File: src/common/ttc_consts.svh
// Functional notes
// - Mode 0 count is 13 bits wide
// - Mode 0: high byte plus low five bits
// - Rollover to zero sets timer zero overflow flag
// - Count enabled by run and gate-or-pin
// - Gate bits at mode register bits 3, 7
// - Setting run bit leaves counts untouched
// - No prescaler; one count per clock
// - Mode 1 uses full 16 bits
// - Mode 2: low byte reloads from high byte
// - Split timer zero: timer one mode-3 stops it
// - Modes 0-2 identical for timers zero and one; mode 3 splits zero, holds one
// - Count bytes independent or combined by mode
// - Timer two mode from run, baud, capture bits
// - Autoreload: rollover sets flag, loads reload pair
// - Autoreload: enabled external fall reloads, sets flag
// - Capture mode: free 16-bit count, overflow flag
// - Capture mode: external fall copies count, flag
// - Baud mode never sets timer two overflow flag; the pulse still fires
// - Counter select picks pin or core clock
// - Overflow flag hardware set, software cleared
// - Baud select forces autoreload, ignores capture bit
`ifndef TTC_CONSTS_SVH
`define TTC_CONSTS_SVH

// ****************************************
// Register indices (byte address = 4 * index)
// ****************************************
`define TTC_IDX_CTRL01   8'h88
`define TTC_IDX_MODE01   8'h89
`define TTC_IDX_T0_LO    8'h8A
`define TTC_IDX_T1_LO    8'h8B
`define TTC_IDX_T0_HI    8'h8C
`define TTC_IDX_T1_HI    8'h8D
`define TTC_IDX_CTRL2    8'hC8
`define TTC_IDX_RLD2_LO  8'hCA
`define TTC_IDX_RLD2_HI  8'hCB
`define TTC_IDX_T2_LO    8'hCC
`define TTC_IDX_T2_HI    8'hCD

// ****************************************
// Field positions
// ****************************************
`define TTC_C01_TF1      7
`define TTC_C01_TR1      6
`define TTC_C01_TF0      5
`define TTC_C01_TR0      4
`define TTC_M01_T1_GATE_CTRL    7
`define TTC_M01_CT1      6
`define TTC_M01_MODE1    5:4
`define TTC_M01_T0_GATE_CTRL    3
`define TTC_M01_CT0      2
`define TTC_M01_MODE0    1:0
`define TTC_C2_TF2       7
`define TTC_C2_T2_EXTERNAL_FLAG      6
`define TTC_C2_RCLK      5
`define TTC_C2_TX_BAUD_SELECT      4
`define TTC_C2_T2_EXTERNAL_ENABLE     3
`define TTC_C2_TR2       2
`define TTC_C2_CT2       1
`define TTC_C2_T2_CAPTURE_SELECT      0

// ****************************************
// Reset values
// ****************************************
`define TTC_RST_BYTE     8'h00
`define TTC_RST_WORD     32'h0000_0000
`define TTC_ALL_ONES16   16'hFFFF

`endif

File: src/common/ttc_pkg.sv
package ttc_pkg;

	typedef enum logic [1:0] {
		TTC_M13,
		TTC_M16,
		TTC_M8R,
		TTC_MSPLIT
	} ttc_mode_t;

	typedef enum logic [1:0] {
		TTC_T2_OFF,
		TTC_T2_AUTO,
		TTC_T2_CAPT,
		TTC_T2_BAUD
	} ttc_t2mode_t;

endpackage

File: src/rtl/ttc_top.sv
// Decided for this implementation: the APB slave port.
`include "ttc_consts.svh"

module ttc_top import ttc_pkg::*; (
	// APB slave
	input  wire logic        pclk,
	input  wire logic        presetn,
	input  wire logic        psel,
	input  wire logic        penable,
	input  wire logic        pwrite,
	input  wire logic [9:0]  paddr,
	input  wire logic [31:0] pwdata,
	output logic      [31:0] prdata,
	output logic             pready,
	output logic             pslverr,
	// External pins, asynchronous
	input  wire logic        ext_irq_zero_pin,
	input  wire logic        ext_irq_one_pin,
	input  wire logic        t0_count_pin,
	input  wire logic        t1_count_pin,
	input  wire logic        t2_count_pin,
	input  wire logic        t2_external_input,
	// Overflow pulses and flags
	output logic             t0_ovf_pulse,
	output logic             t1_ovf_pulse,
	output logic             t2_ovf_pulse,
	output logic             t0_overflow_flag,
	output logic             t1_overflow_flag,
	output logic             t2_overflow_flag,
	output logic             t2_external_flag
);

	// ****************************************
	// Functions
	// ****************************************

	// Returns {overflow, high, low} after one count step
	function automatic logic [16:0] ttc_step(
		input ttc_mode_t  m,
		input logic [7:0] hi,
		input logic [7:0] lo
	);
		logic [13:0] c14;
		logic [16:0] c17;
		logic [8:0]  c9;
		c14 = {1'b0, hi, lo[4:0]} + 14'h0001;
		c17 = {1'b0, hi, lo} + 17'h00001;
		c9  = {1'b0, lo} + 9'h001;
		case (m)
			// Upper three low bits are left as they were
			TTC_M13: ttc_step = {c14[13], c14[12:5], lo[7:5], c14[4:0]};
			TTC_M16: ttc_step = c17;
			TTC_M8R: ttc_step = {c9[8], hi, c9[8] ? hi : c9[7:0]};
			TTC_MSPLIT: ttc_step = {c9[8], hi, c9[7:0]};
			default: ttc_step = {1'b0, hi, lo};
		endcase
	endfunction

	function automatic logic ttc_hit(input logic [9:0] a, input logic [7:0] idx);
		ttc_hit = (a[9:2] == idx) && (a[1:0] == 2'h0);
	endfunction

	// ****************************************
	// Registers
	// ****************************************
	logic [31:0] prdata_ff;
	logic        pready_ff;
	logic        pslverr_ff;
	logic [5:0]  sync1_ff;
	logic [5:0]  sync2_ff;
	logic [5:0]  prev_ff;
	logic        tf0_ff;
	logic        tr0_ff;
	logic        tf1_ff;
	logic        tr1_ff;
	logic [7:0]  timer01_mode_ff;
	logic [7:0]  t0_lo_ff;
	logic [7:0]  t0_hi_ff;
	logic [7:0]  t1_lo_ff;
	logic [7:0]  t1_hi_ff;
	logic        tf2_ff;
	logic        t2_external_flag_ff;
	logic [5:0]  t2ctl_ff;
	logic [7:0]  rld_lo_ff;
	logic [7:0]  rld_hi_ff;
	logic [7:0]  t2_lo_ff;
	logic [7:0]  t2_hi_ff;
	logic        t0_ovf_ff;
	logic        t1_ovf_ff;
	logic        t2_ovf_ff;

	// ****************************************
	// Combinational nets
	// ****************************************
	logic        setup_ph;
	logic        acc_wr;
	logic        any_hit;
	logic [7:0]  rd_byte;
	logic [5:0]  fall;
	logic        ext_irq_zero_pin_s;
	logic        int1_s;
	ttc_mode_t   m0;
	ttc_mode_t   m1;
	logic        t0_split;
	logic        inc0;
	logic        inc0_hi;
	logic        inc1;
	logic [16:0] step0;
	logic [16:0] step1;
	logic [8:0]  hi0_c9;
	logic        ovf0;
	logic        ovf0_hi;
	logic        ovf1;
	logic        set_tf0;
	logic        set_tf1;
	ttc_t2mode_t t2_mode;
	logic        t2_inc;
	logic        t2_ovf;
	logic        t2_ext;
	logic        t2_reload;
	logic        t2_capture;
	logic [15:0] t2_cnt;
	logic [15:0] t2_plus;
	logic        wr_c01;
	logic        wr_m01;
	logic        wr_t0l;
	logic        wr_t0h;
	logic        wr_t1l;
	logic        wr_t1h;
	logic        wr_c2;
	logic        wr_rll;
	logic        wr_rlh;
	logic        wr_t2l;
	logic        wr_t2h;

	// ****************************************
	// APB slave
	// ****************************************
	// One wait state: pready rises in the second access cycle
	assign setup_ph = psel & penable & ~pready_ff;
	assign acc_wr   = psel & penable & pready_ff & pwrite;

	assign wr_c01 = acc_wr & ttc_hit(paddr, `TTC_IDX_CTRL01);
	assign wr_m01 = acc_wr & ttc_hit(paddr, `TTC_IDX_MODE01);
	assign wr_t0l = acc_wr & ttc_hit(paddr, `TTC_IDX_T0_LO);
	assign wr_t0h = acc_wr & ttc_hit(paddr, `TTC_IDX_T0_HI);
	assign wr_t1l = acc_wr & ttc_hit(paddr, `TTC_IDX_T1_LO);
	assign wr_t1h = acc_wr & ttc_hit(paddr, `TTC_IDX_T1_HI);
	assign wr_c2  = acc_wr & ttc_hit(paddr, `TTC_IDX_CTRL2);
	assign wr_rll = acc_wr & ttc_hit(paddr, `TTC_IDX_RLD2_LO);
	assign wr_rlh = acc_wr & ttc_hit(paddr, `TTC_IDX_RLD2_HI);
	assign wr_t2l = acc_wr & ttc_hit(paddr, `TTC_IDX_T2_LO);
	assign wr_t2h = acc_wr & ttc_hit(paddr, `TTC_IDX_T2_HI);

	always_comb begin
		any_hit = 1'b1;
		rd_byte = `TTC_RST_BYTE;
		case (paddr)
			{`TTC_IDX_CTRL01, 2'h0}: rd_byte = {tf1_ff, tr1_ff, tf0_ff, tr0_ff, 4'h0};
			{`TTC_IDX_MODE01, 2'h0}: rd_byte = timer01_mode_ff;
			{`TTC_IDX_T0_LO, 2'h0}: rd_byte = t0_lo_ff;
			{`TTC_IDX_T0_HI, 2'h0}: rd_byte = t0_hi_ff;
			{`TTC_IDX_T1_LO, 2'h0}: rd_byte = t1_lo_ff;
			{`TTC_IDX_T1_HI, 2'h0}: rd_byte = t1_hi_ff;
			{`TTC_IDX_CTRL2, 2'h0}: rd_byte = {tf2_ff, t2_external_flag_ff, t2ctl_ff};
			{`TTC_IDX_RLD2_LO, 2'h0}: rd_byte = rld_lo_ff;
			{`TTC_IDX_RLD2_HI, 2'h0}: rd_byte = rld_hi_ff;
			{`TTC_IDX_T2_LO, 2'h0}: rd_byte = t2_lo_ff;
			{`TTC_IDX_T2_HI, 2'h0}: rd_byte = t2_hi_ff;
			default: any_hit = 1'b0;
		endcase
	end

	always_ff @(posedge pclk or negedge presetn) begin
		if (!presetn) begin
			pready_ff  <= 1'b0;
			pslverr_ff <= 1'b0;
			prdata_ff  <= `TTC_RST_WORD;
		end else begin
			pready_ff  <= setup_ph;
			pslverr_ff <= setup_ph & ~any_hit;
			prdata_ff  <= (setup_ph & ~pwrite) ? {24'h000000, rd_byte} : `TTC_RST_WORD;
		end
	end

	// ****************************************
	// Pin synchronisers
	// ****************************************
	// prev_ff is a third stage so edge detection never reads sync1_ff
	always_ff @(posedge pclk or negedge presetn) begin
		if (!presetn) begin
			sync1_ff <= 6'h00;
			sync2_ff <= 6'h00;
			prev_ff  <= 6'h00;
		end else begin
			sync1_ff <= {t2_external_input, t2_count_pin, t1_count_pin,
			             t0_count_pin, ext_irq_one_pin, ext_irq_zero_pin};
			sync2_ff <= sync1_ff;
			prev_ff  <= sync2_ff;
		end
	end

	assign fall   = prev_ff & ~sync2_ff;
	assign ext_irq_zero_pin_s = sync2_ff[0];
	assign int1_s = sync2_ff[1];

	// ****************************************
	// Timers 0 and 1
	// ****************************************
	assign m0 = ttc_mode_t'(timer01_mode_ff[`TTC_M01_MODE0]);
	assign m1 = ttc_mode_t'(timer01_mode_ff[`TTC_M01_MODE1]);
	assign t0_split = (m0 == TTC_MSPLIT);

	// Timer mode counts every clock; counter mode counts pin falls
	assign inc0 = tr0_ff & (~timer01_mode_ff[`TTC_M01_T0_GATE_CTRL] | ext_irq_zero_pin_s)
	              & (timer01_mode_ff[`TTC_M01_CT0] ? fall[2] : 1'b1);
	// In split mode the high half borrows timer one's run bit
	assign inc0_hi = t0_split & tr1_ff;
	// Timer one in its own split setting is simply held
	assign inc1 = (m1 != TTC_MSPLIT)
	              & (t0_split | (tr1_ff & (~timer01_mode_ff[`TTC_M01_T1_GATE_CTRL] | int1_s)))
	              & (timer01_mode_ff[`TTC_M01_CT1] ? fall[3] : 1'b1);

	assign step0  = ttc_step(m0, t0_hi_ff, t0_lo_ff);
	assign step1  = ttc_step(m1, t1_hi_ff, t1_lo_ff);
	assign hi0_c9 = {1'b0, t0_hi_ff} + 9'h001;

	assign ovf0    = inc0 & step0[16];
	assign ovf0_hi = inc0_hi & hi0_c9[8];
	assign ovf1    = inc1 & step1[16];
	assign set_tf0 = ovf0;
	// Timer one loses its flag to the split high half
	assign set_tf1 = t0_split ? ovf0_hi : ovf1;

	// Software writes win over a simultaneous count step
	always_ff @(posedge pclk or negedge presetn) begin
		if (!presetn) begin
			t0_lo_ff <= `TTC_RST_BYTE;
			t0_hi_ff <= `TTC_RST_BYTE;
		end else begin
			if (wr_t0l)
				t0_lo_ff <= pwdata[7:0];
			else if (inc0)
				t0_lo_ff <= step0[7:0];
			if (wr_t0h)
				t0_hi_ff <= pwdata[7:0];
			else if (inc0_hi)
				t0_hi_ff <= hi0_c9[7:0];
			else if (inc0 && !t0_split)
				t0_hi_ff <= step0[15:8];
		end
	end

	always_ff @(posedge pclk or negedge presetn) begin
		if (!presetn) begin
			t1_lo_ff <= `TTC_RST_BYTE;
			t1_hi_ff <= `TTC_RST_BYTE;
		end else begin
			if (wr_t1l)
				t1_lo_ff <= pwdata[7:0];
			else if (inc1)
				t1_lo_ff <= step1[7:0];
			if (wr_t1h)
				t1_hi_ff <= pwdata[7:0];
			else if (inc1)
				t1_hi_ff <= step1[15:8];
		end
	end

	// Run bits only gate counting; the counts are never cleared here
	always_ff @(posedge pclk or negedge presetn) begin
		if (!presetn) begin
			tr0_ff  <= 1'b0;
			tr1_ff  <= 1'b0;
			timer01_mode_ff <= `TTC_RST_BYTE;
		end else begin
			if (wr_c01) begin
				tr0_ff <= pwdata[`TTC_C01_TR0];
				tr1_ff <= pwdata[`TTC_C01_TR1];
			end
			if (wr_m01)
				timer01_mode_ff <= pwdata[7:0];
		end
	end

	// Set beats a same-cycle software clear
	always_ff @(posedge pclk or negedge presetn) begin
		if (!presetn) begin
			tf0_ff <= 1'b0;
			tf1_ff <= 1'b0;
		end else begin
			tf0_ff <= set_tf0 | (wr_c01 ? pwdata[`TTC_C01_TF0] : tf0_ff);
			tf1_ff <= set_tf1 | (wr_c01 ? pwdata[`TTC_C01_TF1] : tf1_ff);
		end
	end

	// ****************************************
	// Timer 2
	// ****************************************
	always_comb begin
		if (!t2ctl_ff[`TTC_C2_TR2])
			t2_mode = TTC_T2_OFF;
		else if (t2ctl_ff[`TTC_C2_RCLK] | t2ctl_ff[`TTC_C2_TX_BAUD_SELECT])
			t2_mode = TTC_T2_BAUD;
		else if (t2ctl_ff[`TTC_C2_T2_CAPTURE_SELECT])
			t2_mode = TTC_T2_CAPT;
		else
			t2_mode = TTC_T2_AUTO;
	end

	assign t2_cnt  = {t2_hi_ff, t2_lo_ff};
	assign t2_plus = t2_cnt + 16'h0001;
	assign t2_inc  = (t2_mode != TTC_T2_OFF)
	                 & (t2ctl_ff[`TTC_C2_CT2] ? fall[4] : 1'b1);
	assign t2_ovf  = t2_inc & (t2_cnt == `TTC_ALL_ONES16);
	assign t2_ext  = t2ctl_ff[`TTC_C2_T2_EXTERNAL_ENABLE] & fall[5] & (t2_mode != TTC_T2_OFF);

	always_comb begin
		t2_reload  = 1'b0;
		t2_capture = 1'b0;
		case (t2_mode)
			TTC_T2_AUTO: t2_reload = t2_ovf | t2_ext;
			TTC_T2_CAPT: t2_capture = t2_ext;
			// Capture bit has no say once a baud select is up
			TTC_T2_BAUD: t2_reload = t2_ovf;
			default: t2_reload = 1'b0;
		endcase
	end

	always_ff @(posedge pclk or negedge presetn) begin
		if (!presetn) begin
			t2_lo_ff <= `TTC_RST_BYTE;
			t2_hi_ff <= `TTC_RST_BYTE;
		end else begin
			if (wr_t2l)
				t2_lo_ff <= pwdata[7:0];
			else if (t2_reload)
				t2_lo_ff <= rld_lo_ff;
			else if (t2_inc)
				t2_lo_ff <= t2_plus[7:0];
			if (wr_t2h)
				t2_hi_ff <= pwdata[7:0];
			else if (t2_reload)
				t2_hi_ff <= rld_hi_ff;
			else if (t2_inc)
				t2_hi_ff <= t2_plus[15:8];
		end
	end

	// Capture takes the count as it stood before this cycle's step
	always_ff @(posedge pclk or negedge presetn) begin
		if (!presetn) begin
			rld_lo_ff <= `TTC_RST_BYTE;
			rld_hi_ff <= `TTC_RST_BYTE;
		end else begin
			if (wr_rll)
				rld_lo_ff <= pwdata[7:0];
			else if (t2_capture)
				rld_lo_ff <= t2_lo_ff;
			if (wr_rlh)
				rld_hi_ff <= pwdata[7:0];
			else if (t2_capture)
				rld_hi_ff <= t2_hi_ff;
		end
	end

	always_ff @(posedge pclk or negedge presetn) begin
		if (!presetn)
			t2ctl_ff <= 6'h00;
		else if (wr_c2)
			t2ctl_ff <= pwdata[5:0];
	end

	// Baud use still lets the external flag act as a spare interrupt
	always_ff @(posedge pclk or negedge presetn) begin
		if (!presetn) begin
			tf2_ff  <= 1'b0;
			t2_external_flag_ff <= 1'b0;
		end else begin
			tf2_ff  <= (t2_ovf & (t2_mode != TTC_T2_BAUD))
			           | (wr_c2 ? pwdata[`TTC_C2_TF2] : tf2_ff);
			t2_external_flag_ff <= t2_ext | (wr_c2 ? pwdata[`TTC_C2_T2_EXTERNAL_FLAG] : t2_external_flag_ff);
		end
	end

	// ****************************************
	// Outputs
	// ****************************************
	// Timer one pulses even when its flag is borrowed, for baud use
	always_ff @(posedge pclk or negedge presetn) begin
		if (!presetn) begin
			t0_ovf_ff <= 1'b0;
			t1_ovf_ff <= 1'b0;
			t2_ovf_ff <= 1'b0;
		end else begin
			t0_ovf_ff <= ovf0;
			t1_ovf_ff <= ovf1;
			t2_ovf_ff <= t2_ovf;
		end
	end

	assign prdata           = prdata_ff;
	assign pready           = pready_ff;
	assign pslverr          = pslverr_ff;
	assign t0_ovf_pulse     = t0_ovf_ff;
	assign t1_ovf_pulse     = t1_ovf_ff;
	assign t2_ovf_pulse     = t2_ovf_ff;
	assign t0_overflow_flag = tf0_ff;
	assign t1_overflow_flag = tf1_ff;
	assign t2_overflow_flag = tf2_ff;
	assign t2_external_flag = t2_external_flag_ff;

endmodule // ttc_top

File: config.mk
export PLATFORM = sky130hd
export DESIGN_NAME = ttc_top
export DESIGN_NICKNAME = d
export VERILOG_FILES = /design/src/common/ttc_pkg.sv /design/src/rtl/ttc_top.sv
export VERILOG_INCLUDE_DIRS = /design/src /design/src/common
export SDC_FILE = /design/constraint.sdc
export NUM_CORES = 1
export LEC_CHECK = 0
export ABC_AREA = 1
export BUFFER_PORTS_ARGS = -buffer_cell sky130_fd_sc_hd__clkbuf_2
export CAP_MARGIN = 40
export CORE_UTILIZATION = 55
export CTS_CLUSTER_DIAMETER = 150
export DETAILED_ROUTE_END_ITERATION = 10
export PLACE_DENSITY = 0.76
export SYNTH_ARGS = -nofsm -noshare
export SYNTH_HDL_FRONTEND = slang
export SYNTH_SLANG_ARGS = --single-unit
File: constraint.sdc
create_clock -name pclk -period 2.34 [get_ports pclk]
set_clock_uncertainty 0.1 [all_clocks]
set_input_delay 0.351 -clock pclk [delete_from_list [all_inputs] [get_ports pclk]]
set_output_delay 0.351 -clock pclk [all_outputs]
set_load 0.02 [all_outputs]
Word-level counts from Yosys, hierarchy flattened
Index checks and enable logic that the tools add are counted.
{"block": "totals", "ff_bits": 115, "inputBits": 53}
{"block": "classes", "n_addsub": 8, "eq_ne": 40, "muxes": 39, "n_bitwise": 47, "reduce_logical": 30}
{"op": "$mux W8", "count": 22}
{"op": "$pmux W17 S4", "count": 2}
{"op": "$eq A10 B10 Y1 const B", "count": 11}
{"op": "$eq A8 B8 Y1 const B", "count": 11}
{"op": "$pmux W8 S11", "count": 1}
{"op": "$add A16 B1 Y17 const B", "count": 2}
{"op": "$and A1 B1 Y1", "count": 31}
{"op": "$add A13 B1 Y14 const B", "count": 2}
{"op": "$add A8 B1 Y9 const B", "count": 3}
{"op": "$add A16 B1 Y16 const B", "count": 1}
{"op": "$eq A16 B16 Y1 const B", "count": 1}
{"op": "$eq A2 B2 Y1 const B", "count": 6}
{"op": "$logic_and A1 B1 Y1", "count": 12}
{"op": "$ne A2 B2 Y1 const B", "count": 6}
{"op": "$reduce_bool A2 Y1", "count": 6}
{"op": "$reduce_or A11 Y1", "count": 1}
{"op": "$mux W1", "count": 10}
{"op": "$or A1 B1 Y1", "count": 9}
{"op": "$reduce_bool A3 Y1", "count": 3}
{"op": "$and A6 B6 Y6", "count": 1}
{"op": "$eq A2 B1 Y1 const B", "count": 3}
{"op": "$logic_not A2 Y1", "count": 3}
{"op": "$mux W2", "count": 3}
{"op": "$not A6 Y6", "count": 1}
{"op": "7 further kinds", "count": 13}

Logic depth before layout (Yosys ltp)
{"block": "depth", "depth_word": 10, "depth_mapped": 12}

Worst setup path before layout
Ideal clock, no wire load.
{"block": "synth_path", "path_kind": "register -> register", "start": "reg t2_lo_ff[0]", "end": "reg t2_hi_ff[3]", "setup_ps": 125, "t_arrival_ps": 1624, "t_required_ps": 2115, "slack_ps": 490, "path_stages_with_launch": 12, "period_less_slack_ps": 1850, "path_cell_list": "dfrtp_1 > ha_1 > nand3_4 > nor2_8 > nand3_4 > o21ai_4 > nand2_4 > buf_6 > nand2_1 > nand2_1 > nand2_1 > nand3_1"}
{"block": "synth_via", "elab_chain_len": 6, "elab_cells_between_ends": 9}
{"item": "start: declaration", "line": "ttc_top.sv:86", "text": "logic [7:0] t2_lo_ff;"}
{"item": "start signal: assignment", "line": "ttc_top.sv:332", "text": "t2_lo_ff <= `TTC_RST_BYTE;"}
{"item": "start signal: assignment", "line": "ttc_top.sv:336", "text": "t2_lo_ff <= pwdata[7:0];"}
{"item": "start signal: assignment", "line": "ttc_top.sv:338", "text": "t2_lo_ff <= rld_lo_ff;"}
{"item": "branches (longest 6 deep; another with $add A16 B1 Y16)"}
{"item": "end signal: assignment", "line": "ttc_top.sv:342", "text": "t2_hi_ff <= pwdata[7:0];"}
{"item": "end signal: assignment", "line": "ttc_top.sv:344", "text": "t2_hi_ff <= rld_hi_ff;"}
{"item": "end signal: assignment", "line": "ttc_top.sv:346", "text": "t2_hi_ff <= t2_plus[15:8];"}
{"item": "end: declaration", "line": "ttc_top.sv:87", "text": "logic [7:0] t2_hi_ff;"}
Several ways; the timed one is not identified. The select of a mux whose other input is x is not followed.
A chain may end at the register's enable or synchronous reset.

Final worst setup path
{"block": "layout_path", "start": "reg t2_hi_ff[6]", "end": "reg t2_hi_ff[5]"}
{"block": "layout_via", "elab_chain_len": 6, "elab_cells_between_ends": 7}
{"item": "start signal: assignment", "line": "ttc_top.sv:333", "text": "t2_hi_ff <= `TTC_RST_BYTE;"}
{"item": "start signal: assignment", "line": "ttc_top.sv:342"}
{"item": "start signal: assignment", "line": "ttc_top.sv:344"}
{"item": "$eq A16 B16 Y1 (no line) (*)"}
{"item": "$and A1 B1 Y1 (*)", "line": "ttc_top.sv:315", "text": "assign t2_ovf = t2_inc & (t2_cnt == `TTC_ALL_ONES16);"}
{"item": "$or A1 B1 Y1", "line": "ttc_top.sv:322", "text": "TTC_T2_AUTO: t2_reload = t2_ovf | t2_ext;"}
{"item": "$pmux W1 S2 (*)", "line": "ttc_top.sv:321", "text": "case (t2_mode)"}
{"item": "$mux W8", "line": "ttc_top.sv:343", "text": "else if (t2_reload)"}
{"item": "$mux W8", "line": "ttc_top.sv:341", "text": "if (wr_t2h)"}
Mark *: on every way between the ends. The rest lies on a longest branch, timed or not.

==> impl_metrics.csv <==
group,metric,value,unit
critical_path,worstSetupPathType,"reg2reg",
floorplanning,die_h,121,um
synthesis,netlist_area,7820,um2
synthesis,synth_flop_cell,"dfrtp_1",
timing,worst_slew_pin_slew,0.676,ns
layout,syn_to_final_growth,16.0,%
timing,period_minus_slack,2.19,ns
grt,grt.overflow.total,0,
route,drc,0,
timing,setup_viol,0,
synthesis,synth_compound_area_share,14.6,%
route,first_pass_iters,5,
clocking,postCtsHoldBufs,7,
floorplanning,fp-row-count,43,
grt,grt_first_pass_wirelength,39.2,mm
synthesis,synthArstFlopShare,100,%
timing,post-route-period-util,93.7,%
route,ant_nets,0,
place,gp_congestion,1.01,
critical_path,crit_path_start,"t2_hi_ff[6]$_DFFE_PN0P_",
critical_path,endpoint_kind,"register",
route,post_drt_wl_per_cell,17.7,um
synthesis,yosysWarnings,0,
clocking,cts.sinks,113,
timing,slew_headroom,54.7,%
outcome,status,"finished clean",
clocking,cts_tree,"built",
synthesis,synth_fa_ha_area_share,0.640,%
floorplanning,start_util,56.3,%
pwr,ir_drop,0.000577,V
place,dpl_cell_area,8450,um2
critical_path,rr_startpoint,"t2_hi_ff[6]$_DFFE_PN0P_",
min_path,min_from,"pwdata[7]",
layout,drive_gt1_share,13.2,%
timing,tns,0,ns
synthesis,postSynthAreaPerCell,6.90,um2
run,max-cap-violations,0,
clocking,cts-resized-gates,0,
pwr,powerDensity,715,nW/um2
clocking,cts.root.buffer_cell,"clkbuf_16",
synthesis,synth-seq-area-share,36.2,%
synthesis,syn_inst,1133,
route,via_count,8190,
clocking,worstSkewPairLatency,0.44,ns
layout,fin_nets,1286,
synthesis,synth_top_family_by_area,"simple AND/OR/NAND/NOR gates",
route,viasPerCell,5.76,
synthesis,ys_ff_latch,113,
critical_path,crit_required,2.62,ns
clocking,h-tree-depth,4,
synthesis,synth_edf_count,0,
floorplanning,die-area,14700,um2
synthesis,synthMuxAreaShare,0,%
timing,final-hold-violation-count,0,
clocking,cts_setup_buffers,0,
critical_path,cp.arrival,2.47,ns
synthesis,synthSimpleGateAreaFrac,35.0,%
pwr,cellLeakagePower,0.00437,uW
grt,grt.total_usage,36.2,%
layout,design_area,9070,um2
critical_path,crit_fanout,29,
grt,first_global_vias,7221,
floorplanning,design.core.area,13900,um2
timing,maxSlewViolCount,0,
floorplanning,die_x,121,um
layout,antenna_cells,0,
timing,rsz0062_at_grt,"no",
synthesis,synthDistinctLibCells,43,
grt,antenna_found_initial,1,
synthesis,synth_xor_area_share,2.91,%
route,totalWireLength,25.1,mm
place,io_buffers,45,
clocking,cts_made_buffers,17,
clocking,clkTransAtPathRegs,0.06,ns
place,dp_hpwl,18.8,mm
grt,grt_max_degree,48,
clocking,clockBufferDepth,2,
critical_path,cp-start-kind,"register",
floorplanning,ios,94,
min_path,worst_hold_path_type,"in2reg",
route,drt-initial-drc-count,934,
timing,fmax,0.456,GHz
## per-stage QoR
step / utilization, % / power, uW / hold WS, ns / instances / setup slack [ns]
detailed placement: 60.9 / 4050 / 0.216 / 1383 / 0.173
finish: 65.3 / 6480 / 0.118 / 1421 / 0.148
CTS: 65.3 / 6470 / 0.0941 / 1421 / 0.233
floorplan: - / 3540 / -0.0446 / 1156 / 0.490
global route: 65.3 / 6820 / 0.109 / 1421 / 0.0147
global placement: 60.9 / 4030 / 0.219 / 1383 / 0.198
## power breakdown
part           internal (uW)  switching (uW)
Clock                   1450             958
Combinational            545            1020
Sequential              2170             342
Total                   4160            2320
## critical path: stages (launching register included)
cell     delay (ns)
dfrtp_1        0.42
nand2_1        0.09
nor2_1         0.31
nand3_1        0.21
o21ai_4        0.28
nand2_4        0.10
buf_12         0.18
a21oi_4        0.24
nand3_1        0.12
nand2_1        0.07
## kinds of logic after synthesis
logic type | after synthesis
xor gates and xnor gates | 26
adders and majority gates | 4
and+or+nand+nor | 622
DFF | 113
buffers and inverters | 186
other | 1
AOI/OAI and AO/OA | 181
## cell usage in the layout (no fill, tap or decap), types with 6 or more instances in the layout
cell type,instances
a21oi_1,20
nor2_1,101
nand3_1,134
xor2_1,24
dlygate4sd3_1,7
conb_1,24
o21ai_0,86
o211ai_1,26
o21ai_2,7
nor2_2,6
nand2_1,319
nor3_1,18
o221ai_1,17
clkbuf_16,17
nand2_2,9
dfrtp_1,113
inv_1,134
o22ai_1,11
clkbuf_2,44
nand4_1,22
buf_4,44
## final cells by class
cell class	instances	area [um2]
flip-flops and latches	113	2830
repair buffers	99	701
fillers	1296	4810
clock buffers	18	429
well taps	180	225
multi-input cells	857	4240
clock inverters	13	115
inverters	141	529
## sequential cells by signal, indices dropped and copies added (netlist names), 6 cells and up
| register | count |
|---|---|
| sync1_ff | 6 |
| timer01_mode_ff | 8 |
| rld_lo_ff | 8 |
| t1_lo_ff | 8 |
| t2ctl_ff | 6 |
| prdata | 8 |
| t0_lo_ff | 8 |
| sync2_ff | 6 |
| t1_hi_ff | 8 |
| rld_hi_ff | 8 |
| t2_hi_ff | 8 |
| t0_hi_ff | 8 |
| t2_lo_ff | 8 |
## per-layer routing
layer	vias to the layer above	share of wire, %	GRT usage (%)
li1	3895	-	-
met1	3766	42	50.1
met2	453	42	51.2
met3	76	12	11.6
met4	0	4.0	16.7
met5	-	0	0
## cell usage after synthesis, types with 2 or more instances
master    count  area (um2)
buf_6         5        56.3
nand2_2       9        56.3
nand3_4       2        35.0
nor3_1       18        90.1
nand2_1     319        1200
o21ai_2       7        61.3
o221ai_1     17         149
clkinv_1      3        11.3
inv_2         4        15.0
a22oi_1       2        15.0
buf_2         7        35.0
nor2_2        6        37.5
ha_1          4        50.1
xnor2_1       2        17.5
nor2_4        2        22.5
xor2_1       24         210
inv_1       134         503
nor2_1      101         379
clkbuf_1      9        33.8
a21oi_1      20         100
dfrtp_1     113        2830
o22ai_1      11        68.8
o21ai_0      86         430
nand4_1      22         138
o211ai_1     26         195
nand4_2       2        25.0
nand3_1     134         671
a21oi_4       2        32.5
buf_4        24         180
o21bai_1      3        22.5
o21ai_1       3        15.0
## worst paths after layout
path | to | depth (start not counted) | slack, ns
setup / recovery | t2_hi_ff[5]$_DFFE_PN0P_ | 9 | 0.15
setup reg to reg | t2_hi_ff[5]$_DFFE_PN0P_ | 9 | 0.15
hold / removal | t2_lo_ff[7]$_DFFE_PN0P_ | 3 | 0.12
hold reg to reg | sync2_ff[0]$_DFF_PN0_ | 0 | 0.25
max in group asynchronous | t2_overflow_flag$_DFF_PN0_ | 3 | 1.23
min in group asynchronous | t0_hi_ff[2]$_DFFE_PN0P_ | 2 | 0.30
No activity file was read; power rests on OpenSTA's default activity.
